$ cat src/common/aps_pkg.sv
// Constants, types and register map of the absolute position setup block.
package aps_pkg;

  // ----------------------------------------------------------------
  // Register map (byte addresses)
  // ----------------------------------------------------------------
  localparam int APS_AW = 8;
  localparam logic [7:0] OFS_ENC_USAGE = 8'h00;
  localparam logic [7:0] OFS_SCALE_TYPE = 8'h04;
  localparam logic [7:0] OFS_SCALE_DIR = 8'h08;
  localparam logic [7:0] OFS_INDEX_DIS = 8'h0C;
  localparam logic [7:0] OFS_COMM_EXT = 8'h10;
  localparam logic [7:0] OFS_IRQ_STATUS = 8'h14;
  localparam logic [7:0] OFS_IRQ_CLEAR = 8'h18;
  localparam logic [7:0] OFS_IRQ_ENABLE = 8'h1C;
  localparam logic [7:0] OFS_STATE = 8'h20;
  localparam logic [7:0] OFS_SCALE_POS = 8'h24;
  localparam logic [7:0] OFS_MTURN = 8'h28;
  localparam logic [7:0] OFS_MT_LIMIT = 8'h2C;

  // ----------------------------------------------------------------
  // Reset values, fields and encodings
  // ----------------------------------------------------------------
  localparam logic [15:0] ENC_USAGE_RST = 16'h0001;
  localparam logic [15:0] MT_LIMIT_RST = 16'hFFFF;
  localparam int EXT_MON_BIT = 4;
  localparam logic [15:0] ENC_USAGE_MAX = 16'h0004;
  localparam logic [15:0] DIR_INVERT = 16'h0001;

  typedef enum logic [2:0] {
    ENC_ABS = 3'h0,
    ENC_INC = 3'h1,
    ENC_ABS_NOOVF = 3'h2,
    ENC_SINGLE = 3'h3,
    ENC_CONT = 3'h4
  } aps_enc_mode_t;

  localparam logic [2:0] SCALE_AB = 3'h0;
  localparam logic [2:0] SCALE_SER_INC = 3'h1;
  localparam logic [2:0] SCALE_SER_ABS = 3'h2;
  localparam logic [2:0] SCALE_SER_ROT = 3'h6;

  // Communication cycles, in microseconds, that forbid monitoring.
  localparam logic [15:0] COMM_CYC_250_US = 16'h00FA;
  localparam logic [15:0] COMM_CYC_125_US = 16'h007D;

  localparam logic [1:0] RESP_OKAY = 2'h0;
  localparam logic [1:0] RESP_SLVERR = 2'h2;

  // ----------------------------------------------------------------
  // Error and event flags, also the interrupt bit layout
  // ----------------------------------------------------------------
  typedef struct packed {
    logic scale_link;
    logic scale_break;
    logic scale_conn;
    logic cmd;
    logic abs_ospd;
    logic abs_over;
    logic abs_down;
  } aps_err_t;
  localparam int ERR_W = 7;

endpackage : aps_pkg

$ cat src/aps_setup.sv
// Absolute encoder and external scale setup, supervision and register file.
//
// The AXI4-Lite interface to the registers and the placing of the registers were left to the implementer.
`timescale 1ns/100ps
`default_nettype none
module aps_setup
  import aps_pkg::*;
#(
  parameter int ST_W = 16
) (
  // Clock and reset.
  input wire logic clk,
  input wire logic arst_n,
  // AXI4-Lite slave.
  input wire logic [APS_AW-1:0] s_axi_awaddr,
  input wire logic s_axi_awvalid,
  output logic s_axi_awready,
  input wire logic [31:0] s_axi_wdata,
  input wire logic [3:0] s_axi_wstrb,
  input wire logic s_axi_wvalid,
  output logic s_axi_wready,
  output logic [1:0] s_axi_bresp,
  output logic s_axi_bvalid,
  input wire logic s_axi_bready,
  input wire logic [APS_AW-1:0] s_axi_araddr,
  input wire logic s_axi_arvalid,
  output logic s_axi_arready,
  output logic [31:0] s_axi_rdata,
  output logic [1:0] s_axi_rresp,
  output logic s_axi_rvalid,
  input wire logic s_axi_rready,
  // Encoder side.
  input wire logic [ST_W-1:0] enc_single_turn,
  input wire logic enc_turn_up,
  input wire logic enc_turn_down,
  input wire logic enc_batt_fail_pin,
  input wire logic enc_overspeed_pin,
  // External scale side.
  input wire logic scale_cnt_up,
  input wire logic scale_cnt_dn,
  input wire logic scale_present,
  input wire logic [2:0] scale_kind_id,
  input wire logic scale_z_lost_pin,
  input wire logic scale_link_fault_pin,
  // Control loop and fieldbus.
  input wire logic full_closed,
  input wire logic [15:0] comm_cycle_us,
  output logic [31:0] cur_pos,
  output logic [31:0] scale_pos,
  output logic mt_valid,
  output logic scale_mon_en,
  output aps_err_t err_o,
  output logic irq
);

  // ----------------------------------------------------------------
  // Declarations
  // ----------------------------------------------------------------
  logic [15:0] enc_usage_reg, scale_type_reg, scale_dir_reg;
  logic [15:0] index_dis_reg, comm_ext_reg, mt_limit_reg;
  logic [15:0] mt_reg;
  logic [31:0] scnt_reg;
  logic [ERR_W-1:0] status_reg, enable_reg, clr_mask;
  logic [APS_AW-1:0] awaddr_q;
  logic [31:0] wdata_q;
  logic [3:0] wstrb_q;
  logic [3:0] sync1_reg, sync2_reg;
  logic wr_go, mon_en, mt_ovf, sdir_up;
  aps_enc_mode_t eff;
  aps_err_t ev;
  logic [15:0] wv;

  // Merge a 16-bit register with the written low byte lanes.
  function automatic logic [15:0] merge16(input logic [15:0] o,
      input logic [31:0] d, input logic [3:0] s);
    merge16 = {s[1] ? d[15:8] : o[15:8], s[0] ? d[7:0] : o[7:0]};
  endfunction : merge16

  // ----------------------------------------------------------------
  // Pin synchronisers
  // ----------------------------------------------------------------
  // Only the second stage is read below.
  always_ff @(posedge clk or negedge arst_n) begin
    if (!arst_n) begin
      sync1_reg <= 4'h0;
      sync2_reg <= 4'h0;
    end else begin
      sync1_reg <= {scale_link_fault_pin, scale_z_lost_pin,
                    enc_overspeed_pin, enc_batt_fail_pin};
      sync2_reg <= sync1_reg;
    end
  end

  // ----------------------------------------------------------------
  // AXI4-Lite write channel
  // ----------------------------------------------------------------
  // Address and data are taken in either order; the write happens
  // once both are held and no response is pending.
  assign wr_go = !s_axi_awready && !s_axi_wready && !s_axi_bvalid;
  assign wv = merge16(16'h0000, wdata_q, wstrb_q);

  always_ff @(posedge clk or negedge arst_n) begin
    if (!arst_n) begin
      s_axi_awready <= 1'b1;
      s_axi_wready <= 1'b1;
      s_axi_bvalid <= 1'b0;
      s_axi_bresp <= RESP_OKAY;
      awaddr_q <= '0;
      wdata_q <= 32'h0;
      wstrb_q <= 4'h0;
    end else begin
      if (s_axi_awvalid && s_axi_awready) begin
        awaddr_q <= s_axi_awaddr;
        s_axi_awready <= 1'b0;
      end
      if (s_axi_wvalid && s_axi_wready) begin
        wdata_q <= s_axi_wdata;
        wstrb_q <= s_axi_wstrb;
        s_axi_wready <= 1'b0;
      end
      if (wr_go) begin
        s_axi_bvalid <= 1'b1;
        if (awaddr_q > OFS_MT_LIMIT || awaddr_q[1:0] != 2'h0) begin
          s_axi_bresp <= RESP_SLVERR;
        end else begin
          s_axi_bresp <= RESP_OKAY;
        end
      end else if (s_axi_bvalid && s_axi_bready) begin
        s_axi_bvalid <= 1'b0;
        s_axi_awready <= 1'b1;
        s_axi_wready <= 1'b1;
      end
    end
  end

  // Configuration registers; out-of-range usage and scale type values are refused.
  always_ff @(posedge clk or negedge arst_n) begin
    if (!arst_n) begin
      enc_usage_reg <= ENC_USAGE_RST;
      scale_type_reg <= 16'h0000;
      scale_dir_reg <= 16'h0000;
      index_dis_reg <= 16'h0000;
      comm_ext_reg <= 16'h0000;
      mt_limit_reg <= MT_LIMIT_RST;
      enable_reg <= '0;
    end else if (wr_go) begin
      if (awaddr_q == OFS_ENC_USAGE) begin
        if (merge16(enc_usage_reg, wdata_q, wstrb_q) <= ENC_USAGE_MAX) begin
          enc_usage_reg <= merge16(enc_usage_reg, wdata_q,
                                   wstrb_q);
        end
      end else if (awaddr_q == OFS_SCALE_TYPE) begin
        // Reserved codes 3..5 and above 6 are not accepted.
        if (wv <= 16'h0002 || wv == 16'h0006) begin
          scale_type_reg <= wv;
        end
      end else if (awaddr_q == OFS_SCALE_DIR) begin
        scale_dir_reg <= {14'h0000, wv[1:0]};
      end else if (awaddr_q == OFS_INDEX_DIS) begin
        index_dis_reg <= {15'h0000, wv[0]};
      end else if (awaddr_q == OFS_COMM_EXT) begin
        comm_ext_reg <= merge16(comm_ext_reg, wdata_q, wstrb_q);
      end else if (awaddr_q == OFS_IRQ_ENABLE) begin
        enable_reg <= wdata_q[ERR_W-1:0];
      end else if (awaddr_q == OFS_MT_LIMIT) begin
        mt_limit_reg <= merge16(mt_limit_reg, wdata_q, wstrb_q);
      end
    end
  end

  // ----------------------------------------------------------------
  // AXI4-Lite read channel
  // ----------------------------------------------------------------
  // Data is answered one cycle after the address is taken.
  always_ff @(posedge clk or negedge arst_n) begin
    if (!arst_n) begin
      s_axi_arready <= 1'b1;
      s_axi_rvalid <= 1'b0;
      s_axi_rdata <= 32'h0;
      s_axi_rresp <= RESP_OKAY;
    end else if (s_axi_arvalid && s_axi_arready) begin
      s_axi_arready <= 1'b0;
      s_axi_rvalid <= 1'b1;
      s_axi_rresp <= RESP_OKAY;
      if (s_axi_araddr == OFS_ENC_USAGE) begin
        s_axi_rdata <= {16'h0000, enc_usage_reg};
      end else if (s_axi_araddr == OFS_SCALE_TYPE) begin
        s_axi_rdata <= {16'h0000, scale_type_reg};
      end else if (s_axi_araddr == OFS_SCALE_DIR) begin
        s_axi_rdata <= {16'h0000, scale_dir_reg};
      end else if (s_axi_araddr == OFS_INDEX_DIS) begin
        s_axi_rdata <= {16'h0000, index_dis_reg};
      end else if (s_axi_araddr == OFS_COMM_EXT) begin
        s_axi_rdata <= {16'h0000, comm_ext_reg};
      end else if (s_axi_araddr == OFS_IRQ_STATUS) begin
        s_axi_rdata <= {25'h0, status_reg};
      end else if (s_axi_araddr == OFS_IRQ_CLEAR) begin
        s_axi_rdata <= 32'h0;
      end else if (s_axi_araddr == OFS_IRQ_ENABLE) begin
        s_axi_rdata <= {25'h0, enable_reg};
      end else if (s_axi_araddr == OFS_STATE) begin
        s_axi_rdata <= {27'h0, mon_en, full_closed, eff};
      end else if (s_axi_araddr == OFS_SCALE_POS) begin
        s_axi_rdata <= scale_pos;
      end else if (s_axi_araddr == OFS_MTURN) begin
        s_axi_rdata <= {16'h0000, mt_reg};
      end else if (s_axi_araddr == OFS_MT_LIMIT) begin
        s_axi_rdata <= {16'h0000, mt_limit_reg};
      end else begin
        s_axi_rdata <= 32'h0;
        s_axi_rresp <= RESP_SLVERR;
      end
    end else if (s_axi_rvalid && s_axi_rready) begin
      s_axi_rvalid <= 1'b0;
      s_axi_arready <= 1'b1;
    end
  end

  // ----------------------------------------------------------------
  // Effective encoder mode and multi-turn counter
  // ----------------------------------------------------------------
  // Full-closed control overrides the stored setting.
  assign eff = full_closed ? ENC_INC
                           : aps_enc_mode_t'(enc_usage_reg[2:0]);
  // Only plain absolute mode reports an overflow; 2 and 4 wrap quietly.
  assign mt_ovf = (eff == ENC_ABS) && (enc_turn_up != enc_turn_down) &&
                  ((enc_turn_up && mt_reg == 16'hFFFF) ||
                   (enc_turn_down && mt_reg == 16'h0000));

  always_ff @(posedge clk or negedge arst_n) begin
    if (!arst_n) begin
      mt_reg <= 16'h0000;
    end else begin
      case (eff)
        ENC_SINGLE: mt_reg <= 16'h0000;
        ENC_CONT: begin
          if (enc_turn_up && !enc_turn_down) begin
            mt_reg <= (mt_reg >= mt_limit_reg) ? 16'h0000
                                               : mt_reg + 16'h0001;
          end else if (enc_turn_down && !enc_turn_up) begin
            mt_reg <= (mt_reg == 16'h0000) ? mt_limit_reg
                                           : mt_reg - 16'h0001;
          end
        end
        default: begin
          if (enc_turn_up && !enc_turn_down) begin
            mt_reg <= mt_reg + 16'h0001;
          end else if (enc_turn_down && !enc_turn_up) begin
            mt_reg <= mt_reg - 16'h0001;
          end
        end
      endcase
    end
  end

  // ----------------------------------------------------------------
  // External scale counter, cleared only by power-on reset
  // ----------------------------------------------------------------
  // Homing has no path to this counter so the position survives it.
  assign mon_en = full_closed || comm_ext_reg[EXT_MON_BIT];
  assign sdir_up = scale_cnt_up ^ (scale_dir_reg == DIR_INVERT);

  always_ff @(posedge clk or negedge arst_n) begin
    if (!arst_n) begin
      scnt_reg <= 32'h0;
    end else if (scale_cnt_up != scale_cnt_dn) begin
      scnt_reg <= sdir_up ? scnt_reg + 32'h1 : scnt_reg - 32'h1;
    end
  end

  // ----------------------------------------------------------------
  // Error events and registered outputs
  // ----------------------------------------------------------------
  always_comb begin
    ev.abs_down = sync2_reg[0] && (eff != ENC_INC);
    ev.abs_ospd = sync2_reg[1] && (eff != ENC_INC);
    ev.abs_over = mt_ovf;
    ev.cmd = comm_ext_reg[EXT_MON_BIT] && !full_closed &&
             (comm_cycle_us == COMM_CYC_250_US ||
              comm_cycle_us == COMM_CYC_125_US);
    ev.scale_conn = mon_en && scale_present &&
                    (scale_kind_id != scale_type_reg[2:0]);
    ev.scale_break = mon_en && (scale_type_reg[2:0] == SCALE_AB) &&
                     !index_dis_reg[0] && sync2_reg[2];
    ev.scale_link = mon_en && sync2_reg[3];
  end

  // Write-only clear; a new event in the same cycle wins over it.
  assign clr_mask = (wr_go && awaddr_q == OFS_IRQ_CLEAR) ?
                    wdata_q[ERR_W-1:0] : '0;

  always_ff @(posedge clk or negedge arst_n) begin
    if (!arst_n) begin
      status_reg <= '0;
      irq <= 1'b0;
      err_o <= '0;
    end else begin
      status_reg <= (status_reg & ~clr_mask) | ev;
      irq <= |(((status_reg & ~clr_mask) | ev) & enable_reg);
      err_o <= ev;
    end
  end

  // Position presented to the fieldbus response each cycle.
  always_ff @(posedge clk or negedge arst_n) begin
    if (!arst_n) begin
      cur_pos <= 32'h0;
      scale_pos <= 32'h0;
      mt_valid <= 1'b0;
      scale_mon_en <= 1'b0;
    end else begin
      if (full_closed) begin
        cur_pos <= scnt_reg;
      end else begin
        cur_pos <= {mt_reg, enc_single_turn};
      end
      scale_pos <= mon_en ? scnt_reg : 32'h0;
      mt_valid <= (eff != ENC_INC) && (eff != ENC_SINGLE);
      scale_mon_en <= mon_en;
    end
  end

  // ----------------------------------------------------------------
  // Assertions
  // ----------------------------------------------------------------
  a_inc_no_abs: assert property (
    @(posedge clk) disable iff (!arst_n)
    (err_o.abs_down || err_o.abs_ospd) |-> $past(eff) != ENC_INC)
    else $error("Absolute error reported in incremental mode.");
  a_single_mt_zero: assert property (
    @(posedge clk) disable iff (!arst_n)
    eff == ENC_SINGLE |=> mt_reg == 16'h0000)
    else $error("Multi-turn count moved in single-turn mode.");
  a_cont_wrap_top: assert property (
    @(posedge clk) disable iff (!arst_n)
    (eff == ENC_CONT && enc_turn_up && !enc_turn_down &&
     mt_reg == mt_limit_reg) |=> mt_reg == 16'h0000)
    else $error("Multi-turn did not wrap at the limit.");
  a_fc_forces_inc: assert property (
    @(posedge clk) disable iff (!arst_n)
    full_closed |=> !mt_valid)
    else $error("Full-closed control left multi-turn valid.");
  a_noovf_quiet: assert property (
    @(posedge clk) disable iff (!arst_n)
    err_o.abs_over |-> $past(eff) == ENC_ABS)
    else $error("Counter overflow reported outside absolute mode.");
  // The release edge still clocks the reset branch, so it starts no try.
  a_cur_pos_abs: assert property (
    @(posedge clk) disable iff (!arst_n)
    (arst_n && !full_closed) ##1 1 |-> cur_pos == {$past(mt_reg),
                                                  $past(enc_single_turn)})
    else $error("Current position does not carry absolute data.");
  a_cmd_err_cycle: assert property (
    @(posedge clk) disable iff (!arst_n)
    (comm_ext_reg[EXT_MON_BIT] && !full_closed &&
     comm_cycle_us == COMM_CYC_125_US) |=> err_o.cmd ##1 status_reg[3])
    else $error("Command error missing for a short cycle.");
  a_z_skip: assert property (
    @(posedge clk) disable iff (!arst_n)
    err_o.scale_break |-> $past(index_dis_reg[0]) == 1'b0)
    else $error("Index loss reported while detection disabled.");
  a_mon_gate: assert property (
    @(posedge clk) disable iff (!arst_n)
    !mon_en |=> scale_pos == 32'h0 && !err_o.scale_link)
    else $error("Scale data shown with monitoring disabled.");
  a_conn_mismatch: assert property (
    @(posedge clk) disable iff (!arst_n)
    (mon_en && scale_present && scale_kind_id != scale_type_reg[2:0])
    |=> err_o.scale_conn)
    else $error("Scale type mismatch not reported.");

endmodule : aps_setup
`default_nettype wire

$ cat config.mk
export PLATFORM = sky130hd
export DESIGN_NAME = aps_setup
export DESIGN_NICKNAME = d
export VERILOG_FILES = /design/src/common/aps_pkg.sv /design/src/aps_setup.sv
export SDC_FILE = /design/constraint.sdc
export NUM_CORES = 1
export LEC_CHECK = 0
export ABC_AREA = 1
export BUFFER_PORTS_ARGS = -buffer_cell sky130_fd_sc_hd__clkbuf_2
export CAP_MARGIN = 20
export CORE_ASPECT_RATIO = 1.5
export CORE_MARGIN = 2
export CORE_UTILIZATION = 50
export CTS_CLUSTER_SIZE = 24
export DETAILED_ROUTE_END_ITERATION = 8
export GPL_TIMING_DRIVEN = 0
export PLACE_DENSITY = 0.74
export SLEW_MARGIN = 20
export SYNTH_ARGS = -nofsm -noshare
export SYNTH_HDL_FRONTEND = slang
export SYNTH_SLANG_ARGS = --single-unit
$ cat constraint.sdc
create_clock -name clk -period 6.45 [get_ports clk]
set_input_delay 1.29 -clock clk [delete_from_list [all_inputs] [get_ports clk]]
set_output_delay 1.29 -clock clk [all_outputs]
set_load 0.03 [all_outputs]
==> reports/metrics.yaml, run 1 <==
synth_warnings: 0
p_total_w: 0.007310
multiInputGateArea_sq_um: 6868
grt_pass1_wl_microns: 78490
top_layer: "met5"
cp_top_family: "compound AO/OA/AOI/OAI gates"
start_util: 0.5073
ir_drop_mv: 0.2971
postCtsSetupRepairBufs: 0
seqCellArea_sq_um: 6932
route.detailed.drc: 0
clock_latency_ns: 0.59
nNetsFinal: 2317
relSlewSlack: 0.3604
path_max_fanout: 32
finalSetupViolCount: 0
ctsHoldBuffers: 0
wl_met3_microns: 2595
critPathMaxStageDelay_ns: 0.62
clock-skew-final_ns: 0.01430
synth_edf_count: 0
fillers: 2758
p_leak_nw: 8.601
fmax_ghz: 0.2461
vias: 14250
clockBufferDepth: 3
power.density_nw_per_um2: 420.0
dp_hpwl_microns: 40040
clock_sinks: 276
portBuffers: 197
clock-root-buffer: "clkbuf_16"
drv_cap: 0
antenna_found_initial: 1
avgSynthCellArea_sq_um: 7.720
antenna_left: 0
fin_area_sq_um: 17400
area_growth_pct: 16.74
ys_seq_area_frac: 0.4650
drt-initial-drc-count: 850
path_clk_slew_ns: 0.06
netlist_area_sq_um: 14910
firstDrtPassIters: 5
hp-class: "flip-flop to flip-flop"
cts_tree: "yes"
layout_commonest_cell: "nand2_1"
ys_types: 52
rsz0062_at_grt: "no"
synthCells: 1931
critical_path_buf_inv_count: 3
path_class: "primary input to flip-flop"
coreArea_sq_um: 29380
hold_viol_final: 0
cp-end-kind: "flip-flop"
maxSlewViolCount: 0
worstPathArrival_ns: 4.50
diodes: 0
cts_resized: 0
ys_async_sr_fraction: 1.000
drt-met1-wl_microns: 18510
vias_per_cell: 5.528
place_area_sq_um: 16480
grt_pass1_vias: 14340
ys_ff_latch: 276
cp.required_ns: 6.88
status: "finished, final reports clean"
die_y_microns: 215.5
die_w_microns: 145.0
rows: 77
place.gp.congestion: 0.9844
avgRoutedWirePerCell_microns: 19.80
finalWorstPathRequiredPeriod_ns: 4.063
cp-start-kind: "primary input"
grt_usage: 0.3245
htreeDepth: 1
final_cell_mix: "467 x nand2_1, 256 x dfrtp_1, 217 x o21ai_0"
dieArea_sq_um: 31240
drive_gt1_frac: 0.1503
pin_count: 219
drt_wl_total_microns: 51040
cp_slowest_cell: "o21ai_0"
tightest_slew_ns: 0.9594
crit_top_cell: "o21ai_0"
fin_crit_sh: 0.6300
gr-total-overflow: 0
cts_made_buffers: 28
path_cells: "clkbuf_2, inv_1, o21ai_0, nand2_2, inv_1, fa_1, o21ai_2, a21boi_0, o21ai_0, nand3_1, nand2_1, nand2_1, nand3_1, o21ai_0"
grt_max_degree: 96
detailroute.wirelength.met2_microns: 26750
ys.flop_type: "dfrtp_1"
-- Yosys cell counts (4+ instances only) --
cell type  instances  area, sq um
inv_2              5        18.77
nor2_2            10        62.56
nand2_1          468         1757
buf_2             11        55.05
o211ai_1          13        97.59
clkbuf_1          38        142.6
clkinv_1           4        15.01
dfrtp_1          256         6406
nor4_1             4        25.02
or2_2             13        81.33
nor2_1           217        814.5
nand3_1           97        485.5
nand4_1           25        156.4
inv_1            208        780.8
ha_1              50        625.6
a211oi_1           9        67.56
mux2_2             5        56.30
nor3_1            12        60.06
a21oi_1          128        640.6
o21ai_1            7        35.03
nand3b_1           9        67.56
a21boi_0           5        37.54
a21o_1             5        37.54
o21bai_1           9        67.56
o21a_1             4        30.03
xor2_1            20        175.2
xnor2_1            9        78.83
buf_4              7        52.55
o21ai_0          217         1086
o22ai_1           12        75.07
dfstp_2           20        525.5
-- routing by layer --
layer  global-route usage  vias to the layer above
li1                     -                     6775
met1               0.3554                     6786
met2               0.6070                      526
met3              0.03319                      161
met4               0.1871                        2
met5                    0                        -
-- area by class of cell --
type                            instances  share of cell area
Buffer                                 62             0.01697
Clock buffer                           42             0.04673
Clock inverter                          9            0.005895
Inverter                              218             0.04716
Multi-Input combinational cell       1376              0.3946
Sequential cell                       276              0.3983
Tap cell                              395             0.02840
Timing Repair Buffer                  200             0.06190
-- kinds of logic after synthesis --
kind of cell | synth area share
AO/OA/AOI/OAI | 0.1549
XOR/XNOR | 0.01704
adder cells (fa/ha/maj) | 0.04331
buffers and inverters | 0.07487
flip-flops | 0.4650
multiplexers | 0.003777
other | 0.0002516
AND/OR/NAND/NOR | 0.2408
-- final timing paths --
check,startpoint,to,slack [ns],cells past startpoint
setup / recovery,scale_cnt_up,scnt_reg[30],2.39,14
hold / removal,sync1_reg[1],sync2_reg[1],0.35,0
setup reg to reg,scale_dir_reg[1],scnt_reg[14],2.65,10
hold reg to reg,sync1_reg[1],sync2_reg[1],0.35,0
max in group asynchronous,arst_n,scale_pos[29],4.78,3
min in group asynchronous,arst_n,awaddr_q[6],0.54,1
-- report_power, final --
part	internal [W]	leakage, nW	total (W)	switching [W]
Combinational	0.000955	4.72	0.00309	0.00213
Clock	0.000916	0.451	0.00163	0.000715
Sequential	0.00219	3.43	0.00259	0.000403
Total	0.00406	8.60	0.00731	0.00325
-- through the flow --
stage / std cells / setup slack, ns / utilization / setup TNS (ns) / hold slack, ns
2_1_floorplan: 1932 / 2.680 / - / 0 / 0.3312
3_3_place_gp: 2524 / -1.532 / 0.5578 / -381.36 / 0.3350
3_5_place_dp: 2527 / 1.823 / 0.5610 / 0 / 0.3357
4_1_cts: 2578 / 2.452 / 0.5922 / 0 / 0.3537
5_1_grt: 2578 / 2.168 / 0.5923 / 0 / 0.3548
6_report: 2578 / 2.387 / 0.5923 / 0 / 0.3502
No activity file was read; power rests on OpenSTA's default activity.
==> inputs of run 2 (changes only) <==
==> constraint.sdc (replaced) <==
create_clock -name clk -period 4 [get_ports clk]
set_input_delay 0.8 -clock clk [delete_from_list [all_inputs] [get_ports clk]]
set_output_delay 0.8 -clock clk [all_outputs]
set_load 0.03 [all_outputs]
==> reports/metrics.yaml, run 2 (synthesized netlist as in run 1, its figures left out) <==
status: "finished, final reports clean"
grt_pass1_vias: 14340
pin_count: 219
drv_cap: 0
start_util: 0.5073
dp_hpwl_microns: 40040
rsz0062_at_grt: "no"
crit_top_cell: "o21ai_0"
clock_latency_ns: 0.59
hp-class: "primary input to asynchronous set/reset pin"
path_max_fanout: 32
maxSlewViolCount: 0
critical_path_buf_inv_count: 0
p_leak_nw: 8.602
fmax_ghz: 0.2755
layout_commonest_cell: "nand2_1"
portBuffers: 197
finalWorstPathRequiredPeriod_ns: 3.630
cp.required_ns: 4.44
fin_crit_sh: 0.9075
power.density_nw_per_um2: 677.2
vias: 14260
ir_drop_mv: 0.4809
path_clk_slew_ns: 0.06
clock-skew-final_ns: 0.01665
antenna_found_initial: 1
cp-end-kind: "flip-flop"
reg2reg_slack_ns: 0.37
path_cells: "o21ai_0, nand2_4, ha_1, a21oi_1, o21ai_2, a21boi_0, o21ai_0, or2_2, nand3_1, o21ai_0"
fin_hold_ws_ns: 0.05397
die_w_microns: 145.0
reg2reg_from: "scale_dir_reg[1]"
drive_gt1_frac: 0.1503
relSlewSlack: 0.3672
area_growth_pct: 16.78
hold_viol_final: 0
seqCellArea_sq_um: 6932
ctsHoldBuffers: 0
avgRoutedWirePerCell_microns: 19.83
diodes: 0
finalSetupViolCount: 0
gr-total-overflow: 0
grt_max_degree: 96
fillers: 2758
clock-root-buffer: "clkbuf_16"
die_y_microns: 215.5
route.detailed.drc: 0
vias_per_cell: 5.533
clock_sinks: 276
critPathMaxStageDelay_ns: 0.64
cts_made_buffers: 28
crit_start: "scale_dir_reg[1]"
nNetsFinal: 2317
cp-start-kind: "flip-flop"
dieArea_sq_um: 31240
cp_top_family: "compound AO/OA/AOI/OAI gates"
final_cell_mix: "467 x nand2_1, 256 x dfrtp_1, 217 x o21ai_0"
firstDrtPassIters: 5
grt_pass1_wl_microns: 78490
clockBufferDepth: 3
utilization: 0.5924
antenna_left: 0
worstPathArrival_ns: 4.07
htreeDepth: 1
path_class: "flip-flop to flip-flop"
multiInputGateArea_sq_um: 6873
cts_tree: "yes"
drt_wl_total_microns: 51120
drt-initial-drc-count: 879
tightest_slew_ns: 0.9492
grt_usage: 0.3245
cp_slowest_cell: "a21boi_0"
coreArea_sq_um: 29380
place.gp.congestion: 0.9844
rows: 77
## run 2: final cells by class
cell class,count,share of cell area
Inverter,218,0.04715
Tap cell,395,0.02839
Timing Repair Buffer,200,0.06188
Clock inverter,9,0.005894
Buffer,62,0.01696
Multi-Input combinational cell,1376,0.3948
Sequential cell,276,0.3982
Clock buffer,42,0.04672
## run 2: metrics by stage
stage	TNS (ns)	worst slack [ns]	total power, W	cells	area, sq um
floorplan	0	0.7200	0.007359	1932	14910
CTS	0	0.2486	0.01175	2578	17400
detailed placement	-0.3464	-0.1368	0.009112	2527	16480
finish	0	0.3701	0.01179	2578	17410
global route	0	0.1857	0.01252	2578	17410
global placement	-917.34	-3.492	0.009017	2524	16390
## run 2: final timing paths
| check | to | cells past startpoint |
|---|---|---|
| setup reg to reg | scnt_reg[14] | 10 |
| hold / removal | awaddr_q[6] | 1 |
| max in group asynchronous | scale_pos[29] | 3 |
| hold reg to reg | sync2_reg[1] | 0 |
| setup / recovery | scnt_reg[14] | 10 |
| min in group clk | sync1_reg[3] | 1 |
## run 2: layer usage
layer	up-vias	wire [microns]	global-route usage
met5	-	13	0
met4	2	3138	0.1871
met3	151	2776	0.03319
met2	566	26780	0.6070
met1	6768	18420	0.3554
li1	6776	-	-
## run 2: timing repair
| item | 4_1_cts | 5_1_grt |
|---|---|---|
| endpoints found under the setup margin | 0 | 2 |
| gates resized for setup | 0 | 1 |
| buffers inserted | 0 | 0 |
## run 2: report_power, final
part           leakage, nW  switching, W  total, W  internal (W)
Sequential            3.43      0.000650   0.00418       0.00353
Clock                0.451       0.00115   0.00262       0.00148
Combinational         4.72       0.00344   0.00498       0.00154
Total                 8.60       0.00524    0.0118       0.00655
==> inputs of run 3 (changes only) <==
--- a/config.mk
+++ b/config.mk
@@ -10,11 +10,11 @@
 export CAP_MARGIN = 20
 export CORE_ASPECT_RATIO = 1.5
 export CORE_MARGIN = 2
-export CORE_UTILIZATION = 50
+export CORE_UTILIZATION = 30
 export CTS_CLUSTER_SIZE = 24
 export DETAILED_ROUTE_END_ITERATION = 8
 export GPL_TIMING_DRIVEN = 0
-export PLACE_DENSITY = 0.74
+export PLACE_DENSITY = 0.5
 export SLEW_MARGIN = 20
 export SYNTH_ARGS = -nofsm -noshare
 export SYNTH_HDL_FRONTEND = slang
==> reports/metrics.yaml, run 3 (synthesized netlist as in run 1, its figures left out) <==
fmax_ghz: 0.2719
path_clk_slew_ns: 0.07
fillers: 5242
path_class: "flip-flop to flip-flop"
firstDrtPassIters: 5
multiInputGateArea_sq_um: 6873
ir_drop_mv: 0.3598
grt_usage: 0.2174
rows: 100
ctsHoldBuffers: 0
nNetsFinal: 2319
hp-class: "primary input to asynchronous set/reset pin"
wl_met3_microns: 2111
die_y_microns: 277.0
pin_count: 219
final_cell_mix: "467 x nand2_1, 256 x dfrtp_1, 217 x o21ai_0"
place.gp.congestion: 0.9386
hold_viol_final: 0
cts_made_buffers: 30
dieArea_sq_um: 51530
dp_hpwl_microns: 44340
vias_per_cell: 4.973
maxSlewViolCount: 0
antenna_found_initial: 0
relSlewSlack: 0.3059
detailroute.wirelength.met2_microns: 29610
pre_cts_slack_ns: -0.1504
area_growth_pct: 19.71
setup_ws_ns: 0.3220
grt_max_degree: 86
rsz0062_at_grt: "no"
postCtsSetupRepairBufs: 0
vias: 14170
worstPathArrival_ns: 4.11
start_util: 0.3016
clock-skew-final_ns: 0.04500
avgRoutedWirePerCell_microns: 19.67
tightest_slew_ns: 1.041
seqCellArea_sq_um: 6932
diodes: 0
grt_pass1_wl_microns: 84700
finalWorstPathRequiredPeriod_ns: 3.678
cts_tree: "yes"
cp-end-kind: "flip-flop"
cp-start-kind: "flip-flop"
placedCellCount: 2795
drv_cap: 0
antenna_left: 0
htreeDepth: 1
drt-met1-wl_microns: 21750
status: "finished, final reports clean"
clock_latency_ns: 0.61
grt_pass1_vias: 14330
layout_commonest_cell: "nand2_1"
coreArea_sq_um: 49420
path_max_fanout: 32
drive_gt1_frac: 0.1537
layout.cells.non_filler: 2849
drt-initial-drc-count: 980
cp.required_ns: 4.43
gr-total-overflow: 0
die_w_microns: 186.0
finalSetupViolCount: 0
fin_crit_sh: 0.9195
power.density_nw_per_um2: 677.3
clockBufferDepth: 3
drt_wl_total_microns: 56040
p_leak_nw: 8.647
clock_sinks: 276
clock-root-buffer: "clkbuf_16"
route.detailed.drc: 0
portBuffers: 197
top_layer: "met4"
[run 3: cell count changes in the layout (fill, tap and decap cells not counted), moves of 2 or more]
cell,before,now
clkbuf_1,46,41
clkbuf_8,7,9
inv_6,1,3
clkinvlp_4,0,2
clkbuf_16,28,30
clkinv_2,5,3
[run 3: area by class of cell]
class                           instances  share of cell area
Clock buffer                           41             0.04887
Sequential cell                       276              0.3884
Buffer                                 62             0.01655
Multi-Input combinational cell       1376              0.3851
Tap cell                              663             0.04649
Timing Repair Buffer                  200             0.06037
Inverter                              218             0.04600
Clock inverter                         13            0.008133
[run 3: timing repair]
action,in CTS,in global routing
gates resized for setup,0,1
endpoints found under the hold margin,0,0
endpoints found under the setup margin,0,3
[run 3: through the flow]
stage               setup TNS [ns]    util  hold WS (ns)  total power (W)  instance area, sq um
floorplan                        0       -        0.3312         0.007359                 14910
global placement          -1082.73  0.3384        0.3401         0.009188                 16730
detailed placement         -0.3514  0.3404        0.3418         0.009253                 16820
CTS                              0  0.3610        0.2264          0.01216                 17840
global route                     0  0.3611        0.2551          0.01288                 17840
finish                           0  0.3611        0.2135          0.01209                 17840
[run 3: worst paths after layout]
kind | startpoint | to | slack, ns | cells after the start
max | scale_dir_reg[1] | scnt_reg[14] | 0.32 | 10
min | arst_n | mt_reg[4] | 0.21 | 1
max reg2reg | scale_dir_reg[1] | scnt_reg[14] | 0.32 | 10
min reg2reg | sync1_reg[2] | sync2_reg[2] | 0.36 | 0
max in group asynchronous | arst_n | s_axi_wready | 2.64 | 3
min in group clk | scale_link_fault_pin | sync1_reg[3] | 0.30 | 1
[run 3: report_power, final]
part | switching (W) | internal [W] | total (W)
combinational | 0.00350 | 0.00154 | 0.00504
sequential | 0.000649 | 0.00353 | 0.00418
clock | 0.00125 | 0.00161 | 0.00286
[run 3: metal layers]
metal | global-route usage | vias to the layer above
li1 | - | 6778
met1 | 0.2489 | 6870
met2 | 0.4043 | 410
met3 | 0.01946 | 109
met4 | 0.09429 | 0
met5 | 0 | -
[run 3: critical path, stage by stage, from the launching register on]
cell and delay [ns]:
dfrtp_1 0.48, o21ai_0 0.34, nand2_4 0.33, ha_1 0.45, a21oi_1 0.17, o21ai_2 0.14, a21boi_0 0.68, o21ai_0 0.39
or2_2 0.37, nand3_1 0.06, o21ai_0 0.09
